<file path="src/verilog/irq_pkg.sv">
package irq_pkg;
  // ************************************************************
  // register addresses on the special function register port
  // ************************************************************
  localparam logic [7:0] ADDR_SEC_ENABLE   = 8'ha7;
  localparam logic [7:0] ADDR_PRI_ENABLE   = 8'ha8;
  localparam logic [7:0] ADDR_SEC_PRIORITY = 8'hb7;
  localparam logic [7:0] ADDR_PRI_PRIORITY = 8'hb8;

  // reset values and writable-bit masks (unused bits read zero)
  localparam logic [7:0] REG_RESET     = 8'h00;
  localparam logic [7:0] PRI_EN_MASK   = 8'hbf;
  localparam logic [7:0] PRI_PRIO_MASK = 8'h3f;
  localparam logic [7:0] SEC_MASK      = 8'h13;

  // ************************************************************
  // bit positions in the primary and secondary registers
  // ************************************************************
  localparam int BIT_EXT_A    = 0;
  localparam int BIT_TIMER_A  = 1;
  localparam int BIT_EXT_B    = 2;
  localparam int BIT_TIMER_B  = 3;
  localparam int BIT_SERIAL_1 = 4;
  localparam int BIT_TIMER_C  = 5;
  localparam int BIT_GLOBAL   = 7;
  localparam int BIT_USB      = 0;
  localparam int BIT_I2C      = 1;
  localparam int BIT_SERIAL_2 = 4;

  // ************************************************************
  // sources in polling order, index 0 polled first
  // ************************************************************
  localparam int NUM_SRC = 10;
  localparam int SRC_W   = 4;
  typedef logic [NUM_SRC-1:0] src_vec_t;
  typedef logic [SRC_W-1:0]   src_idx_t;
  localparam src_idx_t SRC_EXT_A    = 4'h0;
  localparam src_idx_t SRC_SERIAL_2 = 4'h1;
  localparam src_idx_t SRC_TIMER_A  = 4'h2;
  localparam src_idx_t SRC_I2C      = 4'h3;
  localparam src_idx_t SRC_EXT_B    = 4'h4;
  localparam src_idx_t SRC_RESERVED = 4'h5;
  localparam src_idx_t SRC_TIMER_B  = 4'h6;
  localparam src_idx_t SRC_USB      = 4'h7;
  localparam src_idx_t SRC_SERIAL_1 = 4'h8;
  localparam src_idx_t SRC_TIMER_C  = 4'h9;

  // usb event flag positions
  localparam int USB_W        = 6;
  localparam int USB_EP0_TX   = 0;
  localparam int USB_EP0_RX   = 1;
  localparam int USB_EP12_TX  = 2;
  localparam int USB_SUSPEND  = 3;
  localparam int USB_RESUME   = 4;
  localparam int USB_EOP      = 5;

  // software clear strobe positions for timer control flags
  localparam int CLR_EXT_A   = 0;
  localparam int CLR_EXT_B   = 1;
  localparam int CLR_TIMER_A = 2;
  localparam int CLR_TIMER_B = 3;
  localparam int CLR_TC_OVF  = 0;
  localparam int CLR_TC_EXT  = 1;
endpackage

</file>
<file path="src/verilog/pin_sampler.sv">
`timescale 1ns/100ps
module pin_sampler (
  // clock and reset
  input  wire logic clk_sys_i,
  input  wire logic rst_n_i,
  // raw pin
  input  wire logic pin_i,
  // filtered level and falling-edge pulse
  output logic      level_o,
  output logic      fall_o
);
  logic s1_q, s2_q, s3_q;
  logic level_d, fall_d;

  // ************************************************************
  // three-stage synchroniser, change taken once stages 2 and 3 agree
  // ************************************************************
  always_comb begin
    level_d = level_o;
    fall_d  = 1'b0;
    if (s2_q == s3_q) begin
      level_d = s3_q;
      fall_d  = level_o & ~s3_q; // idle-high pins, act on the fall
    end
  end

  // pins idle high, so reset to high to avoid a false edge
  always_ff @(posedge clk_sys_i) begin
    if (!rst_n_i) begin
      s1_q    <= 1'b1;
      s2_q    <= 1'b1;
      s3_q    <= 1'b1;
      level_o <= 1'b1;
      fall_o  <= 1'b0;
    end else begin
      s1_q    <= pin_i;
      s2_q    <= s1_q;
      s3_q    <= s2_q;
      level_o <= level_d;
      fall_o  <= fall_d;
    end
  end
endmodule // pin_sampler

</file>
<file path="src/verilog/interrupt_request_logic.sv">
// Functional notes
// - nine sources plus one reserved slot: two pins, three timers, i2c, usb, two serial ports.
// - ext a is level or edge by its trigger select, held in flag.
// - ext b is level or edge by its own select, held in flag.
// - edge-mode ext flag clears on vectoring; level-mode flag does not.
// - level-mode flag follows pin; source must drop before routine ends.
// - timer a/b overflow sets flag, except timer a in split mode.
// - timer a/b overflow flags clear when their interrupt is serviced.
// - timer c overflow sets flag; only software clears it.
// - timer c external input, gated by enable, sets external flag too.
// - i2c request from its status flag, cleared by hardware on vector.
// - adc completion drives the ext b request when selected in edge mode.
// - usb raised on ep0 tx/rx, ep1/2 tx, suspend, resume, eop.
// - usb flags stay set until software clears them.
// - each serial request is rx-done or tx-done.
// - serial flags are left set; software clears the cause.
// - serial two enable and priority at bit 4 of secondary regs.
// - each source has own enable; global enable off blocks all.
// - one priority bit each; high preempts low, nothing preempts high.
// - equal priority resolved by fixed polling order, ext a first.
// - flags sampled per machine cycle, polled next; no memory.
`timescale 1ns/100ps
module interrupt_request_logic (
  // clock and reset
  input  wire logic                  clk_sys_i,
  input  wire logic                  rst_n_i,
  // special function register port
  input  wire logic [7:0]            sfr_addr_i,
  input  wire logic                  sfr_wr_i,
  input  wire logic [7:0]            sfr_wdata_i,
  output logic [7:0]                 sfr_rdata_o,
  output logic                       sfr_hit_o,
  // external pins and adc
  input  wire logic                  ext_request_a_n_i,
  input  wire logic                  ext_request_b_n_i,
  input  wire logic                  ext_a_trigger_select_i,
  input  wire logic                  ext_b_trigger_select_i,
  input  wire logic                  adc_select_i,
  input  wire logic                  adc_done_i,
  // timers
  input  wire logic                  timer_a_overflow_i,
  input  wire logic                  timer_a_split_mode_i,
  input  wire logic                  timer_b_overflow_i,
  input  wire logic                  timer_c_overflow_i,
  input  wire logic                  timer_c_external_input_i,
  input  wire logic                  timer_c_external_enable_i,
  input  wire logic [3:0]            timer_control_reg_flag_clear_i,
  input  wire logic [1:0]            timer_c_flag_clear_i,
  // i2c, usb, serial
  input  wire logic                  i2c_irq_flag_i,
  input  wire logic [5:0]            usb_event_i,
  input  wire logic [5:0]            usb_flag_clear_i,
  input  wire logic                  serial_one_rx_done_flag_i,
  input  wire logic                  serial_one_tx_done_flag_i,
  input  wire logic                  serial_two_rx_done_flag_i,
  input  wire logic                  serial_two_tx_done_flag_i,
  // sequencer side
  input  wire logic                  sample_strobe_i,
  input  wire logic                  vector_ack_i,
  input  wire logic [3:0]            vector_src_i,
  input  wire logic                  reti_i,
  // flag outputs
  output logic                       ext_a_request_flag_o,
  output logic                       ext_b_request_flag_o,
  output logic                       timer_a_overflow_flag_o,
  output logic                       timer_b_overflow_flag_o,
  output logic                       timer_c_overflow_flag_o,
  output logic                       timer_c_external_flag_o,
  output logic [5:0]                 usb_flags_o,
  output logic                       i2c_flag_clear_o,
  // requests to the sequencer
  output logic [9:0]                 irq_pending_o,
  output logic [9:0]                 irq_level_o,
  output logic                       irq_req_o,
  output logic [3:0]                 irq_src_o,
  output logic                       irq_high_o,
  output logic [1:0]                 in_service_o
);
  // ************************************************************
  // polling order helpers
  // ************************************************************
  // first set bit in polling order
  function automatic irq_pkg::src_idx_t first_src(irq_pkg::src_vec_t v);
    first_src = '0;
    for (int i = irq_pkg::NUM_SRC - 1; i >= 0; i--) begin
      if (v[i]) first_src = irq_pkg::SRC_W'(i);
    end
  endfunction

  // spread primary/secondary register bits onto the polling order
  function automatic irq_pkg::src_vec_t by_src(logic [7:0] p,
                                               logic [7:0] s);
    by_src = '0;
    by_src[irq_pkg::SRC_EXT_A]    = p[irq_pkg::BIT_EXT_A];
    by_src[irq_pkg::SRC_SERIAL_2] = s[irq_pkg::BIT_SERIAL_2];
    by_src[irq_pkg::SRC_TIMER_A]  = p[irq_pkg::BIT_TIMER_A];
    by_src[irq_pkg::SRC_I2C]      = s[irq_pkg::BIT_I2C];
    by_src[irq_pkg::SRC_EXT_B]    = p[irq_pkg::BIT_EXT_B];
    by_src[irq_pkg::SRC_TIMER_B]  = p[irq_pkg::BIT_TIMER_B];
    by_src[irq_pkg::SRC_USB]      = s[irq_pkg::BIT_USB];
    by_src[irq_pkg::SRC_SERIAL_1] = p[irq_pkg::BIT_SERIAL_1];
    by_src[irq_pkg::SRC_TIMER_C]  = p[irq_pkg::BIT_TIMER_C];
  endfunction

  // ************************************************************
  // pin sampling
  // ************************************************************
  logic ext_a_level, ext_a_fall, ext_b_level, ext_b_fall;
  logic tc_ext_level, tc_ext_fall;

  pin_sampler u_ext_a (
    .clk_sys_i (clk_sys_i),
    .rst_n_i   (rst_n_i),
    .pin_i     (ext_request_a_n_i),
    .level_o   (ext_a_level),
    .fall_o    (ext_a_fall)
  );
  pin_sampler u_ext_b (
    .clk_sys_i (clk_sys_i),
    .rst_n_i   (rst_n_i),
    .pin_i     (ext_request_b_n_i),
    .level_o   (ext_b_level),
    .fall_o    (ext_b_fall)
  );
  pin_sampler u_tc_ext (
    .clk_sys_i (clk_sys_i),
    .rst_n_i   (rst_n_i),
    .pin_i     (timer_c_external_input_i),
    .level_o   (tc_ext_level),
    .fall_o    (tc_ext_fall)
  );

  // ************************************************************
  // register file
  // ************************************************************
  logic [7:0] pri_en_q, pri_en_d, sec_en_q, sec_en_d;
  logic [7:0] pri_pr_q, pri_pr_d, sec_pr_q, sec_pr_d;
  logic [7:0] rdata_d;
  logic       hit_d;

  // unused bits are masked on write so they always read zero
  always_comb begin
    pri_en_d = pri_en_q;
    sec_en_d = sec_en_q;
    pri_pr_d = pri_pr_q;
    sec_pr_d = sec_pr_q;
    rdata_d  = '0;
    hit_d    = 1'b1;
    unique case (sfr_addr_i)
      irq_pkg::ADDR_PRI_ENABLE: begin
        rdata_d = pri_en_q;
        if (sfr_wr_i) pri_en_d = sfr_wdata_i & irq_pkg::PRI_EN_MASK;
      end
      irq_pkg::ADDR_SEC_ENABLE: begin
        rdata_d = sec_en_q;
        if (sfr_wr_i) sec_en_d = sfr_wdata_i & irq_pkg::SEC_MASK;
      end
      irq_pkg::ADDR_PRI_PRIORITY: begin
        rdata_d = pri_pr_q;
        if (sfr_wr_i) pri_pr_d = sfr_wdata_i & irq_pkg::PRI_PRIO_MASK;
      end
      irq_pkg::ADDR_SEC_PRIORITY: begin
        rdata_d = sec_pr_q;
        if (sfr_wr_i) sec_pr_d = sfr_wdata_i & irq_pkg::SEC_MASK;
      end
      default: hit_d = 1'b0; // other addresses belong elsewhere
    endcase
  end

  always_ff @(posedge clk_sys_i) begin
    if (!rst_n_i) begin
      pri_en_q    <= irq_pkg::REG_RESET;
      sec_en_q    <= irq_pkg::REG_RESET;
      pri_pr_q    <= irq_pkg::REG_RESET;
      sec_pr_q    <= irq_pkg::REG_RESET;
      sfr_rdata_o <= irq_pkg::REG_RESET;
      sfr_hit_o   <= 1'b0;
    end else begin
      pri_en_q    <= pri_en_d;
      sec_en_q    <= sec_en_d;
      pri_pr_q    <= pri_pr_d;
      sec_pr_q    <= sec_pr_d;
      sfr_rdata_o <= rdata_d;
      sfr_hit_o   <= hit_d;
    end
  end

  // ************************************************************
  // request flags
  // ************************************************************
  logic ack_ext_a, ack_ext_b, ack_tim_a, ack_tim_b, ack_i2c;
  logic ext_a_d, ext_b_d, tim_a_d, tim_b_d, tc_ovf_d, tc_ext_d;
  logic ext_b_event, ext_b_low;
  logic [5:0] usb_d;

  assign ack_ext_a = vector_ack_i && vector_src_i == irq_pkg::SRC_EXT_A;
  assign ack_ext_b = vector_ack_i && vector_src_i == irq_pkg::SRC_EXT_B;
  assign ack_tim_a = vector_ack_i
                     && vector_src_i == irq_pkg::SRC_TIMER_A;
  assign ack_tim_b = vector_ack_i
                     && vector_src_i == irq_pkg::SRC_TIMER_B;
  assign ack_i2c   = vector_ack_i && vector_src_i == irq_pkg::SRC_I2C;
  // adc takes the ext b line over when selected
  assign ext_b_event = adc_select_i ? adc_done_i : ext_b_fall;
  assign ext_b_low   = adc_select_i ? 1'b0 : ~ext_b_level;

  // new events always win over a clear in the same cycle
  always_comb begin
    ext_a_d  = ext_a_request_flag_o;
    ext_b_d  = ext_b_request_flag_o;
    if (!ext_a_trigger_select_i) begin
      ext_a_d = ~ext_a_level;
    end else if (ext_a_fall) begin
      ext_a_d = 1'b1;
    end else if (ack_ext_a || timer_control_reg_flag_clear_i[irq_pkg::CLR_EXT_A]) begin
      ext_a_d = 1'b0;
    end
    if (!ext_b_trigger_select_i) begin
      ext_b_d = ext_b_low;
    end else if (ext_b_event) begin
      ext_b_d = 1'b1;
    end else if (ack_ext_b || timer_control_reg_flag_clear_i[irq_pkg::CLR_EXT_B]) begin
      ext_b_d = 1'b0;
    end
    tim_a_d = timer_a_overflow_flag_o;
    if (timer_a_overflow_i && !timer_a_split_mode_i) begin
      tim_a_d = 1'b1;
    end else if (ack_tim_a || timer_control_reg_flag_clear_i[irq_pkg::CLR_TIMER_A]) begin
      tim_a_d = 1'b0;
    end
    tim_b_d = timer_b_overflow_flag_o;
    if (timer_b_overflow_i) begin
      tim_b_d = 1'b1;
    end else if (ack_tim_b || timer_control_reg_flag_clear_i[irq_pkg::CLR_TIMER_B]) begin
      tim_b_d = 1'b0;
    end
    // timer c flags ignore vectoring entirely
    tc_ovf_d = timer_c_overflow_flag_o;
    if (timer_c_overflow_i) begin
      tc_ovf_d = 1'b1;
    end else if (timer_c_flag_clear_i[irq_pkg::CLR_TC_OVF]) begin
      tc_ovf_d = 1'b0;
    end
    tc_ext_d = timer_c_external_flag_o;
    if (tc_ext_fall && timer_c_external_enable_i) begin
      tc_ext_d = 1'b1;
    end else if (timer_c_flag_clear_i[irq_pkg::CLR_TC_EXT]) begin
      tc_ext_d = 1'b0;
    end
    // usb flags: set by events, cleared only by software
    usb_d = (usb_flags_o & ~usb_flag_clear_i) | usb_event_i;
  end

  always_ff @(posedge clk_sys_i) begin
    if (!rst_n_i) begin
      ext_a_request_flag_o    <= 1'b0;
      ext_b_request_flag_o    <= 1'b0;
      timer_a_overflow_flag_o <= 1'b0;
      timer_b_overflow_flag_o <= 1'b0;
      timer_c_overflow_flag_o <= 1'b0;
      timer_c_external_flag_o <= 1'b0;
      usb_flags_o             <= '0;
      i2c_flag_clear_o        <= 1'b0;
    end else begin
      ext_a_request_flag_o    <= ext_a_d;
      ext_b_request_flag_o    <= ext_b_d;
      timer_a_overflow_flag_o <= tim_a_d;
      timer_b_overflow_flag_o <= tim_b_d;
      timer_c_overflow_flag_o <= tc_ovf_d;
      timer_c_external_flag_o <= tc_ext_d;
      usb_flags_o             <= usb_d;
      i2c_flag_clear_o        <= ack_i2c;
    end
  end

  // ************************************************************
  // sampling, polling and preemption
  // ************************************************************
  irq_pkg::src_vec_t live, enabled, levels, elig, hi_c, lo_c;
  irq_pkg::src_vec_t pend_d;
  logic       req_d, high_d;
  logic [3:0] src_d;
  logic [1:0] serv_d;

  // one vector entry per source in polling order
  always_comb begin
    live = '0;
    live[irq_pkg::SRC_EXT_A]    = ext_a_request_flag_o;
    live[irq_pkg::SRC_SERIAL_2] = serial_two_rx_done_flag_i
                                  | serial_two_tx_done_flag_i;
    live[irq_pkg::SRC_TIMER_A]  = timer_a_overflow_flag_o;
    live[irq_pkg::SRC_I2C]      = i2c_irq_flag_i;
    live[irq_pkg::SRC_EXT_B]    = ext_b_request_flag_o;
    live[irq_pkg::SRC_TIMER_B]  = timer_b_overflow_flag_o;
    live[irq_pkg::SRC_USB]      = |usb_flags_o;
    live[irq_pkg::SRC_SERIAL_1] = serial_one_rx_done_flag_i
                                  | serial_one_tx_done_flag_i;
    live[irq_pkg::SRC_TIMER_C]  = timer_c_overflow_flag_o
                                  | timer_c_external_flag_o;
    enabled = by_src(pri_en_q, sec_en_q)
              & {irq_pkg::NUM_SRC{pri_en_q[irq_pkg::BIT_GLOBAL]}};
    levels  = by_src(pri_pr_q, sec_pr_q);
  end

  // fresh sample each strobe, so a dropped flag is forgotten
  always_comb begin
    pend_d = irq_pending_o;
    if (sample_strobe_i) pend_d = live & enabled;
    elig   = irq_pending_o;
    hi_c   = elig & irq_level_o;
    lo_c   = elig & ~irq_level_o;
    req_d  = 1'b0;
    high_d = 1'b0;
    src_d  = irq_src_o;
    // a running high routine blocks all; a low one blocks low only
    if (!in_service_o[1] && |hi_c) begin
      req_d  = 1'b1;
      high_d = 1'b1;
      src_d  = first_src(hi_c);
    end else if (!in_service_o[1] && !in_service_o[0] && |lo_c) begin
      req_d  = 1'b1;
      src_d  = first_src(lo_c);
    end
    if (vector_ack_i) req_d = 1'b0; // no repeat while core vectors
    serv_d = in_service_o;
    if (reti_i) begin
      if (in_service_o[1]) serv_d[1] = 1'b0;
      else serv_d[0] = 1'b0;
    end
    if (vector_ack_i) begin
      if (irq_level_o[vector_src_i]) serv_d[1] = 1'b1;
      else serv_d[0] = 1'b1;
    end
  end

  always_ff @(posedge clk_sys_i) begin
    if (!rst_n_i) begin
      irq_pending_o <= '0;
      irq_level_o   <= '0;
      irq_req_o     <= 1'b0;
      irq_src_o     <= '0;
      irq_high_o    <= 1'b0;
      in_service_o  <= '0;
    end else begin
      irq_pending_o <= pend_d;
      irq_level_o   <= levels;
      irq_req_o     <= req_d;
      irq_src_o     <= src_d;
      irq_high_o    <= high_d;
      in_service_o  <= serv_d;
    end
  end
endmodule // interrupt_request_logic

</file>
<file path="config.mk">
export PLATFORM = sky130hd
export DESIGN_NAME = interrupt_request_logic
export DESIGN_NICKNAME = d
export VERILOG_FILES = /design/src/verilog/irq_pkg.sv /design/src/verilog/pin_sampler.sv /design/src/verilog/interrupt_request_logic.sv
export SDC_FILE = /design/constraint.sdc
export NUM_CORES = 1
export LEC_CHECK = 0
export BUFFER_PORTS_ARGS = -buffer_cell sky130_fd_sc_hd__buf_2
export CORE_MARGIN = 2
export CORE_UTILIZATION = 52
export CTS_BUF_LIST = sky130_fd_sc_hd__clkbuf_4 sky130_fd_sc_hd__clkbuf_8
export CTS_CLUSTER_SIZE = 8
export DETAILED_ROUTE_END_ITERATION = 10
export GPL_TIMING_DRIVEN = 0
export PLACE_DENSITY_LB_ADDON = 0.08
export RECOVER_POWER = 50
export SLEW_MARGIN = 20
export SYNTH_ARGS = -nofsm -noshare
export SYNTH_HDL_FRONTEND = slang
export SYNTH_SLANG_ARGS = --single-unit
</file>
<file path="constraint.sdc">
create_clock -name clk_sys_i -period 2.2 [get_ports clk_sys_i]
set_input_delay 0.22 -clock clk_sys_i [delete_from_list [all_inputs] [get_ports clk_sys_i]]
set_output_delay 0.22 -clock clk_sys_i [all_outputs]
set_load 0.1 [all_outputs]
</file>
==> flow_metrics.env <==
export IMPL_ctsHoldBuffers=0
export IMPL_synth_edff_count=0
export IMPL_power_density_nw_per_um2=690
export IMPL_worstSetupPathType="register to register"
export IMPL_ant_nets=0
export IMPL_yosys_area_top_type_share_pct=48.2
export IMPL_syn_to_final_growth_pct=24.4
export IMPL_yosysTopAreaCell="dfxtp_1"
export IMPL_critPathTopFamily="compound AO/OA/AOI/OAI gates"
export IMPL_start_util_pct=53.3
export IMPL_min_path_cells=2
export IMPL_cts_tree="yes"
export IMPL_crit_fanout=6
export IMPL_ctsResizeCount=0
export IMPL_port_buffers=103
export IMPL_synth_ff_latch_count=81
export IMPL_path_buf_inv=0
export IMPL_r2r_start="irq_level_o[4]"
export IMPL_n_antenna_cell=0
export IMPL_first_pass_iters=4
export IMPL_fin_crit_ns=1.81
export IMPL_placed_cells=546
export IMPL_gp_congestion=0.852
export IMPL_fin_cells=562
export IMPL_worstMarginPinSlew_ns=1.19
export IMPL_fin_crit_sh_pct=82.4
export IMPL_grt_overflow=0
export IMPL_clk_pin_slew_ns=0.09
export IMPL_htreeDepth=3
export IMPL_drive_gt1_share_pct=28.5
export IMPL_rsz0062_at_grt="no"
export IMPL_antenna_found_initial=0
export IMPL_drv_cap=0
export IMPL_placementRows=29
export IMPL_start_kind="register"
export IMPL_ir_worst_vdd_v=0.000657
export IMPL_remaining_drc_errors=0
export IMPL_crit_chain="a222oi_1, and4_1, nor2_1, o221a_1, o21a_1"
export IMPL_critPathMaxStageDelay_ns=0.46
export IMPL_setup_viol=0
export IMPL_post_cts_buffers=0
export IMPL_crit_slowest_cell="a222oi_1"
export IMPL_synth_area_leaders="dfxtp_1, a21oi_1, nand2b_1, nor2_1, mux2i_1"
export IMPL_cts_buffer_depth=2
export IMPL_cts_made_buffers=9
export IMPL_ys_top_cells_by_count="dfxtp_1, a21oi_1, nor2_1"
export IMPL_drv_slew=0
export IMPL_grt_usage_pct=24.2
export IMPL_syn_cell_area_sq_um=3360
export IMPL_synth_warnings=0
export IMPL_drt_wl_total_mm=8.38
export IMPL_vias_per_cell=5.39
export IMPL_endpoint_kind="register"
export IMPL_nets=541
export IMPL_p_leak_uw=0.00182
export IMPL_crit_start="irq_level_o[4]"
export IMPL_drt_iter0_drc=143
export IMPL_fmax_ghz=0.552
export IMPL_final_area_sq_um=4180
export IMPL_worstSkewPairLatency_ns=0.35
export IMPL_hold_path_class="input pin to register"
export IMPL_core_sq_um=6310
export IMPL_wire_per_inst_microns=14.9
export IMPL_max_slew_margin_pct=21.0
export IMPL_cts_num_sinks=81
export IMPL_r2r_cells=5
export IMPL_outcome="complete, no violations"
export IMPL_skew_ns=0.0147
export IMPL_grt_pass1_wl_mm=13.6
export IMPL_hold_start="ext_request_a_n_i"
export IMPL_synthCells=364
export IMPL_io_pins=111
export IMPL_synthFlopType="dfxtp_1"
export IMPL_path_depth=5
export IMPL_die_h_microns=84.4
export IMPL_synth_most_common_cell="dfxtp_1"
export IMPL_dr_total_vias=3031
export IMPL_seq_area_frac_synth_pct=48.2
export IMPL_setup_tns_final_ns=0
export IMPL_synth_avg_cell_area_sq_um=9.24
export IMPL_yosysUniqueCellTypes=59
export IMPL_grt_max_degree=16
export IMPL_dp_hpwl_mm=6.41
export IMPL_critPathRequiredTime_ns=2.46
export IMPL_hold_viol_final=0
export IMPL_die_area_sq_um=7120
export IMPL_fp_dieW_microns=84.4
export IMPL_synthArstFlopShare_pct=0
export IMPL_grt_pass1_vias=2902
export IMPL_cts_root_buf="clkbuf_8"
export IMPL_place_area_sq_um=4000
export IMPL_cp_arrival_ns=2.07
[per-layer routing]
metal / wire length [microns] / vias to the layer above / GRT usage [%]
met5: 0 / - / 0
met4: 151 / 0 / 9.67
met3: 374 / 13 / 4.03
met2: 4140 / 85 / 40.7
met1: 3720 / 1410 / 31.3
li1: - / 1523 / -
[cell usage in the layout (no fill, tap or decap), types with 3 or more instances in the layout]
cell       Yosys  routed
and2_0         0       7
buf_2          1      92
a31oi_1        3       3
nand3b_1       5       5
nor2_1        38      38
dfxtp_1       81      67
mux2i_1       12      12
nand2b_1      24      24
conb_1         1       3
clkbuf_8       0       9
buf_4          3       3
o21ai_0       10      10
nor3_1         3       3
inv_1         14      15
nand4_1        5       5
and2_1        10       3
o2111ai_1      3       3
clkbuf_1      13      25
nand3_1       10      10
nor3b_1        5       5
nand4b_1       3       3
nand2_1       19      19
nor2b_1        3       3
and2b_1        3       3
a22oi_1       13      13
dfxtp_2        0      14
a21oi_1       40      40
[power by group]
group          total (uW)  leakage, uW  switching (uW)  internal (uW)
combinational         288      0.00106             210           77.9
sequential           1500     0.000665            15.3           1490
clock                1100     0.000100             562            534
total                2880      0.00182             787           2100
[worst reg2reg max path, stage by stage (launching register included)]
cell      delay [ns]
dfxtp_1         0.38
a222oi_1        0.46
and4_1          0.31
nor2_1          0.13
o221a_1         0.27
o21a_1          0.16
[sequential cells by signal, summed over array words and instances, names as in the netlist, 2 cells and up]
signal,cells
in_service_o,2
irq_level_o,9
irq_pending_o,9
irq_src_o,4
pri_en_q,7
pri_pr_q,6
sec_en_q,3
sec_pr_q,3
sfr_rdata_o,7
usb_flags_o,6
[final cells by class]
class / instances / area, sq um
multi-input combinational: 253 / 1610
clock buffer: 9 / 124
buffer: 17 / 76.3
tap: 77 / 96.3
fill: 579 / 2130
clock inverter: 7 / 77.6
sequential: 81 / 1640
inverter: 15 / 56.3
timing repair buffer: 103 / 500
[through the flow]
stage	utilization [%]	setup WS [ns]	hold WS (ns)	power (uW)
3_5_place_dp	63.3	0.328	0.404	1820
4_1_cts	66.5	0.380	0.0285	2900
3_3_place_gp	63.3	0.356	0.391	1820
6_report	66.2	0.388	0.0402	2880
5_1_grt	66.2	0.264	0.0269	2980
2_1_floorplan	-	0.00461	0.299	1730
[path summary, 6_finish.rpt]
kind	to	slack, ns
setup / recovery	irq_src_o[3]	0.39
hold / removal	u_ext_a.s1_q	0.04
setup reg to reg	irq_src_o[3]	0.39
hold reg to reg	u_tc_ext.s2_q	0.42
[cells by family (layout without fill, tap and decap cells)]
group                  after synthesis  after routing  share of synthesized area, %
other                                1              3                         0.112
flip-flops                          81             81                          48.2
AO/OA/AOI/OAI                       90             90                          17.9
AND/OR/NAND/NOR                    146            146                          25.3
multiplexers                        14             14                          4.58
buffers and inverters               32            151                          3.94
Note: power is estimated with default switching activity, not from simulation.
